[src/inc/ianc_pkg.sv]
// Shared constants and types for the abort, forced NACK and DMA slice.
package ianc_pkg;
  // ==========================================================================
  // Register bus geometry
  localparam int ADDR_W = 8;
  localparam int DATA_W = 32;
  localparam logic [7:0] OFS_ABORT_SRC = 8'h80;
  localparam logic [7:0] OFS_FORCE_NACK = 8'h84;
  localparam logic [7:0] OFS_DMA_EN = 8'h88;
  localparam logic [7:0] OFS_INT_STAT = 8'ha0;
  localparam logic [7:0] OFS_INT_MASK = 8'ha4;
  localparam logic [7:0] OFS_ABORT_CLR = 8'ha8;
  // ==========================================================================
  // Abort cause bit positions
  localparam int ABORT_W = 9;
  localparam int AB_SHORT_ADDR = 0;
  localparam int AB_LONG_ADDR1 = 1;
  localparam int AB_LONG_ADDR2 = 2;
  localparam int AB_TX_DATA = 3;
  localparam int AB_GCALL_UNACK = 4;
  localparam int AB_GCALL_READ = 5;
  localparam int AB_HS_CODE_ACK = 6;
  localparam int AB_SBYTE_ACK = 7;
  localparam int AB_HS_NORESTART = 8;
  // ==========================================================================
  // Other field positions and reset values
  localparam int FORCE_NACK_BIT = 0;
  localparam int DMA_RX_BIT = 0;
  localparam int DMA_TX_BIT = 1;
  localparam int INT_W = 2;
  localparam int INT_ABORT = 0;
  localparam int INT_NACKED = 1;
  localparam logic [ABORT_W-1:0] ABORT_RST = 9'h000;
  localparam logic [1:0] DMA_RST = 2'h0;
  localparam logic [INT_W-1:0] INT_RST = 2'h0;
  localparam logic FORCE_NACK_RST = 1'b0;
  localparam logic [DATA_W-1:0] RDATA_ZERO = 32'h0000_0000;
  // ==========================================================================
  // Kind of byte the controller engine has just finished on the bus
  typedef enum logic [2:0] {
    KIND_ADDR7,
    KIND_ADDR10_1,
    KIND_ADDR10_2,
    KIND_DATA,
    KIND_GCALL,
    KIND_SBYTE,
    KIND_HSCODE
  } ianc_kind_t;
endpackage

[src/inc/ianc_flag_if.sv]
// Set, clear and state signals of one group of sticky flags.
`timescale 1ns/100ps
interface ianc_flag_if #(parameter int W = 1);
  logic [W-1:0] set;
  logic [W-1:0] clr;
  logic [W-1:0] q;
  // The flag bank owns the state; the user raises set and clear.
  modport bank (input set, input clr, output q);
  modport user (output set, output clr, input q);
endinterface

[src/ianc_sticky.sv]
// Bank of sticky flags where a set in the clear cycle wins.
`timescale 1ns/100ps
module ianc_sticky #(
  parameter int W = 1
) (
  input wire logic clk, // System clock.
  input wire logic rst_n, // Asynchronous reset, active low.
  ianc_flag_if.bank flags // Set, clear and state of the bank.
);
  import ianc_pkg::*;

  logic [W-1:0] q_r;
  logic [W-1:0] q_nxt;

  // ==========================================================================
  // Next state
  // Set is or-ed in last so an event landing on a clear is never lost.
  always_comb begin
    q_nxt = (q_r & ~flags.clr) | flags.set;
  end

  // Flag storage.
  always_ff @(posedge clk or negedge rst_n) begin
    if (!rst_n) begin
      q_r <= '0;
    end else begin
      q_r <= q_nxt;
    end
  end

  assign flags.q = q_r;
endmodule

[src/ianc_slvrx.sv]
// Slave receiver answer to each data byte, with optional forced NACK.
`timescale 1ns/100ps
module ianc_slvrx (
  input wire logic clk, // System clock.
  input wire logic rst_n, // Asynchronous reset, active low.
  input wire logic byte_in, // Pulse: a data byte was received.
  input wire logic rx_role, // Level: block acts as slave receiver.
  input wire logic ack_ok, // Level: ordinary criteria would ACK.
  input wire logic force_nack, // Level: forced NACK is armed.
  output logic ack_r, // Level: ACK answer of the last byte.
  output logic push_r, // Pulse: byte goes to the receive FIFO.
  output logic abort_r // Pulse: transfer aborted by forced NACK.
);
  import ianc_pkg::*;

  logic forced;
  logic take;

  // ==========================================================================
  // Decision
  // Slave receiver only.
  assign forced = force_nack & rx_role;
  // Ordinary criteria otherwise.
  assign take = rx_role & ~forced & ack_ok;

  // Answer, push and abort are latched so the top drives them from flops.
  always_ff @(posedge clk or negedge rst_n) begin
    if (!rst_n) begin
      ack_r <= 1'b0;
      push_r <= 1'b0;
      abort_r <= 1'b0;
    end else begin
      push_r <= byte_in & take;
      // NACK, abort, discard.
      abort_r <= byte_in & forced;
      if (byte_in) begin
        ack_r <= take;
      end
    end
  end
endmodule

[src/ianc_top.sv]
// Abort cause flags, slave data NACK forcing and DMA enables of an I2C core.
//
// Overview of operation
// HS request without restart sets bit 8.
// Acked START byte sets bit 7.
// Acked HS controller code sets bit 6.
// Read right after General Call sets bit 5.
// Unacked General Call sets bit 4.
// Unacked transmitted data byte sets bit 3.
// Unacked second long address byte sets bit 2.
// Unacked first long address byte sets bit 1.
// Unacked short address sets bit 0.
// Forced NACK acts only as slave receiver.
// Forced NACK: NACK, abort, discard byte.
// Without force, ordinary ACK criteria apply.
// Force register exists only if parameter set.
// Force write needs disabled, idle slave.
// Software polls slave activity before writing.
// Separate transmit and receive DMA enables.
// DMA enables writable at any time.
// Any abort stops, flushes, holds abort event.
`timescale 1ns/100ps
module ianc_top #(
  parameter bit HAS_FORCE_NACK = 1'b1 // Build option for the force register.
) (
  input wire logic CLK_SYS, // System clock, 25 MHz.
  input wire logic RESET_N, // Asynchronous reset, active low.
  input wire logic [7:0] REG_ADDR, // Register byte address.
  input wire logic [31:0] REG_WDATA, // Register write data.
  input wire logic REG_WR, // Write strobe, one cycle.
  input wire logic REG_RD, // Read strobe, one cycle.
  output logic [31:0] REG_RDATA, // Read data, cycle after the strobe.
  input wire logic BYTE_DONE, // Pulse: controller finished a byte.
  input wire ianc_pkg::ianc_kind_t BYTE_KIND, // Kind of finished byte.
  input wire logic BYTE_ACKED, // Level with BYTE_DONE: byte was ACKed.
  input wire logic HS_REQ, // Pulse: software asks for High Speed.
  input wire logic RESTART_ALLOW, // Level: repeated start is enabled.
  input wire logic NEXT_CMD_VALID, // Pulse: next queued command taken.
  input wire logic NEXT_CMD_READ, // Level: that command is a read.
  input wire logic CTRL_ENABLED, // Level: controller enable bit.
  input wire logic SLV_ACTIVE, // Level: slave activity status bit.
  input wire logic SLV_RX_ROLE, // Level: acting as slave receiver.
  input wire logic SLV_RX_BYTE, // Pulse: slave received a data byte.
  input wire logic SLV_RX_ACK_OK, // Level: ordinary criteria say ACK.
  output logic SLV_RX_ACK, // Level: ACK answer for the last byte.
  output logic SLV_RX_PUSH, // Pulse: push byte to receive FIFO.
  output logic SLV_RX_ABORT, // Pulse: slave transfer aborted.
  output logic TX_ABORT, // Level: transmit abort event.
  output logic BUS_STOP, // Pulse: end the current transfer.
  output logic TX_FLUSH, // Pulse: flush pending transmit entries.
  output logic TX_DMA_ON, // Level: transmit DMA channel enabled.
  output logic RX_DMA_ON, // Level: receive DMA channel enabled.
  output logic IRQ // Level: unmasked interrupt pending.
);
  import ianc_pkg::*;

  // ==========================================================================
  // Declarations
  typedef enum logic [1:0] {
    ST_IDLE,
    ST_STOP,
    ST_HOLD
  } ianc_state_t;

  ianc_state_t state_r;
  ianc_state_t state_nxt;

  logic [ABORT_W-1:0] cause;
  logic any_abort;
  logic gcall_sent_r;
  logic force_nack_r;
  logic [1:0] dma_r;
  logic [INT_W-1:0] int_mask_r;
  logic [INT_W-1:0] int_set;
  logic [DATA_W-1:0] rdata_r;
  logic [DATA_W-1:0] rdata_nxt;
  logic tx_abort_r;
  logic bus_stop_r;
  logic tx_flush_r;
  logic irq_r;
  logic slv_ack;
  logic slv_push;
  logic slv_abort;
  logic wr_force;
  logic wr_dma;
  logic wr_int_stat;
  logic wr_int_mask;
  logic rd_abort_clr;
  logic is_done_unacked;
  logic is_done_acked;

  ianc_flag_if #(.W(ABORT_W)) abort_if ();
  ianc_flag_if #(.W(INT_W)) int_if ();

  // ==========================================================================
  // Register decode
  // Writes and reads are single-cycle strobes; the slave never stalls.
  assign wr_force = REG_WR & (REG_ADDR == OFS_FORCE_NACK);
  assign wr_dma = REG_WR & (REG_ADDR == OFS_DMA_EN);
  assign wr_int_stat = REG_WR & (REG_ADDR == OFS_INT_STAT);
  assign wr_int_mask = REG_WR & (REG_ADDR == OFS_INT_MASK);
  // Reading the clear location is what releases the abort flags.
  assign rd_abort_clr = REG_RD & (REG_ADDR == OFS_ABORT_CLR);

  // ==========================================================================
  // Abort cause detection
  // Byte outcome qualifiers shared by the ACK and NACK causes.
  assign is_done_unacked = BYTE_DONE & ~BYTE_ACKED;
  assign is_done_acked = BYTE_DONE & BYTE_ACKED;

  // Each cause is a one-cycle set pulse into the sticky bank.
  always_comb begin
    cause = '0;
    // HS without restart.
    cause[AB_HS_NORESTART] = HS_REQ & ~RESTART_ALLOW;
    // START byte acked.
    cause[AB_SBYTE_ACK] = is_done_acked & (BYTE_KIND == KIND_SBYTE);
    // HS code acked.
    cause[AB_HS_CODE_ACK] = is_done_acked & (BYTE_KIND == KIND_HSCODE);
    // Read after General Call.
    cause[AB_GCALL_READ] = NEXT_CMD_VALID & NEXT_CMD_READ & gcall_sent_r;
    // General Call unacked.
    cause[AB_GCALL_UNACK] = is_done_unacked & (BYTE_KIND == KIND_GCALL);
    // Data byte unacked.
    cause[AB_TX_DATA] = is_done_unacked & (BYTE_KIND == KIND_DATA);
    // Second long address byte.
    cause[AB_LONG_ADDR2] = is_done_unacked & (BYTE_KIND == KIND_ADDR10_2);
    // First long address byte.
    cause[AB_LONG_ADDR1] = is_done_unacked & (BYTE_KIND == KIND_ADDR10_1);
    // Short address unacked.
    cause[AB_SHORT_ADDR] = is_done_unacked & (BYTE_KIND == KIND_ADDR7);
  end

  // A General Call that was acknowledged arms the check on the next command.
  // The arm drops once that command is seen, so only the very next one counts.
  always_ff @(posedge CLK_SYS or negedge RESET_N) begin
    if (!RESET_N) begin
      gcall_sent_r <= 1'b0;
    end else if (NEXT_CMD_VALID | any_abort) begin
      gcall_sent_r <= 1'b0;
    end else if (is_done_acked & (BYTE_KIND == KIND_GCALL)) begin
      gcall_sent_r <= 1'b1;
    end
  end

  // The flags are read-only to software and reset to zero.
  assign abort_if.set = cause;
  assign abort_if.clr = {ABORT_W{rd_abort_clr}};
  assign any_abort = |abort_if.q;

  ianc_sticky #(.W(ABORT_W)) u_abort_flags (
    .clk(CLK_SYS),
    .rst_n(RESET_N),
    .flags(abort_if)
  );

  // ==========================================================================
  // Abort sequencer
  // One stop and one flush per abort; the event holds until flags clear.
  always_comb begin
    state_nxt = state_r;
    case (state_r)
      ST_IDLE: begin
        if (any_abort) begin
          state_nxt = ST_STOP;
        end
      end
      ST_STOP: begin
        state_nxt = ST_HOLD;
      end
      ST_HOLD: begin
        if (!any_abort) begin
          state_nxt = ST_IDLE;
        end
      end
      default: begin
        state_nxt = ST_IDLE;
      end
    endcase
  end

  // Sequencer state register.
  always_ff @(posedge CLK_SYS or negedge RESET_N) begin
    if (!RESET_N) begin
      state_r <= ST_IDLE;
    end else begin
      state_r <= state_nxt;
    end
  end

  // Stop, flush, hold event.
  always_ff @(posedge CLK_SYS or negedge RESET_N) begin
    if (!RESET_N) begin
      bus_stop_r <= 1'b0;
      tx_flush_r <= 1'b0;
      tx_abort_r <= 1'b0;
    end else begin
      bus_stop_r <= (state_r == ST_IDLE) & any_abort;
      tx_flush_r <= (state_r == ST_IDLE) & any_abort;
      tx_abort_r <= any_abort;
    end
  end

  // ==========================================================================
  // Forced data NACK register
  // Only when idle and disabled.
  // Absent register ignores writes.
  // Software is expected to poll slave activity first, since a refused
  // write leaves no trace other than the unchanged read-back.
  always_ff @(posedge CLK_SYS or negedge RESET_N) begin
    if (!RESET_N) begin
      force_nack_r <= FORCE_NACK_RST;
    end else if (HAS_FORCE_NACK & wr_force & ~CTRL_ENABLED & ~SLV_ACTIVE) begin
      force_nack_r <= REG_WDATA[FORCE_NACK_BIT];
    end
  end

  ianc_slvrx u_slvrx (
    .clk(CLK_SYS),
    .rst_n(RESET_N),
    .byte_in(SLV_RX_BYTE),
    .rx_role(SLV_RX_ROLE),
    .ack_ok(SLV_RX_ACK_OK),
    .force_nack(force_nack_r),
    .ack_r(slv_ack),
    .push_r(slv_push),
    .abort_r(slv_abort)
  );

  // ==========================================================================
  // DMA enables
  // Writable regardless of enable.
  // Independent channel enables.
  always_ff @(posedge CLK_SYS or negedge RESET_N) begin
    if (!RESET_N) begin
      dma_r <= DMA_RST;
    end else if (wr_dma) begin
      dma_r[DMA_TX_BIT] <= REG_WDATA[DMA_TX_BIT];
      dma_r[DMA_RX_BIT] <= REG_WDATA[DMA_RX_BIT];
    end
  end

  // ==========================================================================
  // Interrupts
  // A new abort is flagged on the sequencer's first step so that one abort
  // episode raises the sticky bit exactly once.
  assign int_set[INT_ABORT] = (state_r == ST_IDLE) & any_abort;
  assign int_set[INT_NACKED] = slv_abort;
  assign int_if.set = int_set;
  assign int_if.clr = wr_int_stat ? REG_WDATA[INT_W-1:0] : INT_RST;

  ianc_sticky #(.W(INT_W)) u_int_flags (
    .clk(CLK_SYS),
    .rst_n(RESET_N),
    .flags(int_if)
  );

  // Interrupt mask, one enable per status bit.
  always_ff @(posedge CLK_SYS or negedge RESET_N) begin
    if (!RESET_N) begin
      int_mask_r <= INT_RST;
    end else if (wr_int_mask) begin
      int_mask_r <= REG_WDATA[INT_W-1:0];
    end
  end

  // The output is registered, so it trails the status bit by one cycle.
  always_ff @(posedge CLK_SYS or negedge RESET_N) begin
    if (!RESET_N) begin
      irq_r <= 1'b0;
    end else begin
      irq_r <= |(int_if.q & int_mask_r);
    end
  end

  // ==========================================================================
  // Read data
  // Unmapped addresses and reserved bits read as zero.
  always_comb begin
    rdata_nxt = RDATA_ZERO;
    case (REG_ADDR)
      OFS_ABORT_SRC: begin
        rdata_nxt[ABORT_W-1:0] = abort_if.q;
      end
      OFS_ABORT_CLR: begin
        rdata_nxt[ABORT_W-1:0] = abort_if.q;
      end
      OFS_FORCE_NACK: begin
        rdata_nxt[FORCE_NACK_BIT] = HAS_FORCE_NACK & force_nack_r;
      end
      OFS_DMA_EN: begin
        rdata_nxt[1:0] = dma_r;
      end
      OFS_INT_STAT: begin
        rdata_nxt[INT_W-1:0] = int_if.q;
      end
      OFS_INT_MASK: begin
        rdata_nxt[INT_W-1:0] = int_mask_r;
      end
      default: begin
        rdata_nxt = RDATA_ZERO;
      end
    endcase
  end

  // Data stand only in the cycle after the read strobe.
  always_ff @(posedge CLK_SYS or negedge RESET_N) begin
    if (!RESET_N) begin
      rdata_r <= RDATA_ZERO;
    end else if (REG_RD) begin
      rdata_r <= rdata_nxt;
    end else begin
      rdata_r <= RDATA_ZERO;
    end
  end

  // ==========================================================================
  // Outputs
  assign REG_RDATA = rdata_r;
  assign SLV_RX_ACK = slv_ack;
  assign SLV_RX_PUSH = slv_push;
  assign SLV_RX_ABORT = slv_abort;
  assign TX_ABORT = tx_abort_r;
  assign BUS_STOP = bus_stop_r;
  assign TX_FLUSH = tx_flush_r;
  assign TX_DMA_ON = dma_r[DMA_TX_BIT];
  assign RX_DMA_ON = dma_r[DMA_RX_BIT];
  assign IRQ = irq_r;
endmodule

[config.mk]
export PLATFORM = sky130hd
export DESIGN_NAME = ianc_top
export DESIGN_NICKNAME = d
export VERILOG_FILES = /design/src/inc/ianc_pkg.sv /design/src/inc/ianc_flag_if.sv /design/src/ianc_sticky.sv /design/src/ianc_slvrx.sv /design/src/ianc_top.sv
export SDC_FILE = /design/constraint.sdc
export NUM_CORES = 1
export LEC_CHECK = 0
export BUFFER_PORTS_ARGS = -buffer_cell sky130_fd_sc_hd__buf_2
export CORE_MARGIN = 2
export CORE_UTILIZATION = 25
export CTS_CLUSTER_DIAMETER = 80
export DETAILED_ROUTE_END_ITERATION = 8
export GPL_ROUTABILITY_DRIVEN = 0
export HOLD_SLACK_MARGIN = 0.12
export SLEW_MARGIN = 20
export SYNTH_ARGS = -nofsm -noshare
export SYNTH_HDL_FRONTEND = slang
export SYNTH_SLANG_ARGS = --single-unit
[constraint.sdc]
create_clock -name CLK_SYS -period 1.55 [get_ports CLK_SYS]
set_clock_uncertainty 0.05 [all_clocks]
set_input_delay 0.465 -clock CLK_SYS [delete_from_list [all_inputs] [get_ports CLK_SYS]]
set_output_delay 0.465 -clock CLK_SYS [all_outputs]
set_load 0.05 [all_outputs]
==> results.md <==
- Final Core Density: 32.2%
- Logic pwr share: 24.7%
- CTS tree: done
- Max incr delay on CP: 0.31 ns
- Chip height: 84.8 um
- Setup crit end kind: register
- Avg Inst Size Synth: 11.8 um^2
- Post-synthesis cell type count: 35
- Vias per cell: 4.28
- I/O pin cnt: 99
- # clock sinks: 34
- M2 GR Usage: 14.7%
- Place WS: -0.213 ns
- Largest delay contributor family on the critical path: simple AND/OR/NAND/NOR gates
- Synth warn: 0
- Final critical-path share of the clock period: 94.6%
- Total core area: 6310 um^2
- Tot GR Track Use: 9.59%
- Grt met1 use: 11.9%
- Die ar.: 7180 um^2
- Most common cell after layout, fill and taps aside: buf_2
- FFs w/ async S/R, synth: 100%
- CP Class: primary input to register
- Post-Syn Area: 1630 um^2
- Placed cells: 267
- Final Hold Fails: 0
- Worst IR Drop VDD: 0.000312 V
- CTS buffer count: 5
- Leakage: 1.06 nW
- Crit path arrival time: 1.59 ns
- Min Clock Period, post-route: 1.47 ns
- Clock share of power: 27.5%
- Sequential share of power: 47.7%
- Area delta synth->final: 24.8%
- Routed Wire Length: 3310 um
- Worst-path fanout max: 9
- Placed instance area: 1950 um^2
- FF+latch count, synth: 34
- Final nets: 256
- Dominant synthesized flop cell: dfrtp_1
- Layout cells sized above 1: 36.9%
- Power Dens Cells: 1080 nW/um^2
- MaxCap Viol Count: 0
- Worst-path clk slew: 0.06 ns
- CTS resizes: 0
- Worst-skew pair later-pin latency: 0.28 ns
- Vias in the first global route: 1140
- Switch share: 33.6%
- DRC viols: 0
- Final setup vio count: 0
- Post-CTS setup buffers: 0
- Grt ovf: 0
- Sequential area share after synthesis: 52.2%
- Setup ws final: 0.0843 ns
- CP Cell Sequence: buf_2 -> nor4b_4 -> buf_4 -> nand4_2 -> a22o_2
- Root buf cell: clkbuf_8
- Antenna violations before repair: 0
- Pins Over Slew Limit: 0
- Syn Inst Count: 138
- EDFF count, synth: 0
- Ant. Diodes: 0
- RSZ-0062 raised after global routing: no
- Design area: 2030 um^2
- Worst hold slack: 0.306 ns
- Layout Cells excl Fill: 275
- HP Class: primary input to register
- Most crowded layer after global routing: met2
- First drt pass iteration count: 4
- Via count: 1177
- Cts hold-fix bufs: 1
- Largest net degree at the start of global routing: 35
- Fmax: 0.682 GHz
- Fin Setup TNS: 0 ns
- # H-tree levels: 2
- I/O Buffers: 45
- Hpwl dp: 2520 um
- CP max stage cell: a22o_2
- Routed Antenna Nets: 0
- Wire length of the first global-routing pass: 5370 um
- Status: complete, no violations
- CP startpoint kind: primary input
- Most frequent cells in the layout: 45 x buf_2, 34 x dfrtp_1, 23 x conb_1
- Starting Density: 25.8%
- Critical Path RT: 1.67 ns
- Die width: 84.8 um
- Final Power: 2.19 mW
- Filler cell count: 675
- Critical path buffer and inverter count: 2
- Switch Pwr: 0.735 mW
- Deepest clock path buffer count: 2
- Num rows: 29
- Met3 usage: 3.83%
- Int Power: 1.45 mW
- WL/cell: 12.0 um
- Initial DRC Count: 70
[layer usage]
metal,wire length [um],vias to the layer above,share of wire (%)
li1,-,577,-
met1,1390,550,42
met2,1570,46,47
met3,298,4,9.0
met4,55,0,1.7
met5,0,-,0
[kinds of logic after synthesis]
family	count (synthesis)	synth area share, %
xor gates and xnor gates	1	0.537
and+or+nand+nor	44	19.0
muxes	6	4.07
other	1	0.230
DFF	34	52.2
buffers and inverters	31	12.7
AOI/OAI and AO/OA	21	11.4
[area by class of cell]
cell class	count	area, um^2	share of cell area (%)
Clock inverter	2	10.0	0.492
Multi-Input combinational cell	95	656	32.2
Sequential cell	34	851	41.8
Timing Repair Buffer	58	338	16.6
Tap cell	77	96.3	4.74
Clock buffer	5	68.8	3.38
Inverter	4	15.0	0.738
[Yosys cell counts (4+ instances only)]
| master | count | area (um^2) |
|---|---|---|
| a21o_1 | 4 | 30.0 |
| a32o_1 | 6 | 60.1 |
| and2_1 | 7 | 43.8 |
| buf_4 | 24 | 180 |
| dfrtp_1 | 34 | 851 |
| inv_1 | 4 | 15.0 |
| mux2_2 | 5 | 56.3 |
| nand4_1 | 4 | 25.0 |
| nor2b_1 | 8 | 50.1 |
[sequential cells by signal, indices dropped and copies added, names as in the netlist]
name                   flops
u_slvrx.ack_r              1
TX_ABORT                   1
u_int_flags.flags.q        2
u_abort_flags.flags.q      9
dma_r                      2
IRQ                        1
force_nack_r               1
gcall_sent_r               1
TX_FLUSH                   1
u_slvrx.abort_r            1
int_mask_r                 2
state_r                    2
REG_RDATA                  9
u_slvrx.push_r             1
[final timing paths]
path	start	endpoint	slack (ns)	depth (start not counted)
worst min register to register	u_slvrx.abort_r$_DFF_PN0_	u_int_flags.flags.q[1]$_DFF_PN0_	0.40	1
worst max register to register	u_abort_flags.flags.q[0]$_DFF_PN0_	u_int_flags.flags.q[0]$_DFF_PN0_	0.15	4
max in group asynchronous	RESET_N	force_nack_r$_DFFE_PN0P_	0.65	3
worst max-delay path	REG_ADDR[0]	u_abort_flags.flags.q[0]$_DFF_PN0_	0.08	5
worst min-delay path	NEXT_CMD_VALID	gcall_sent_r$_DFFE_PN0P_	0.31	2
min in group asynchronous	RESET_N	u_abort_flags.flags.q[2]$_DFF_PN0_	0.63	3
[power by group through the flow]
stage	Sequential (mW)	Clock (mW)	Combinational [mW]
final	1.04	0.602	0.541
after global routing	1.06	0.664	0.585
after global placement	1.06	0	0.539
after floorplan	1.12	0	0.373
after detailed placement	1.06	0	0.544
after CTS	1.04	0.630	0.548
No activity file was read; power rests on OpenSTA's default activity.
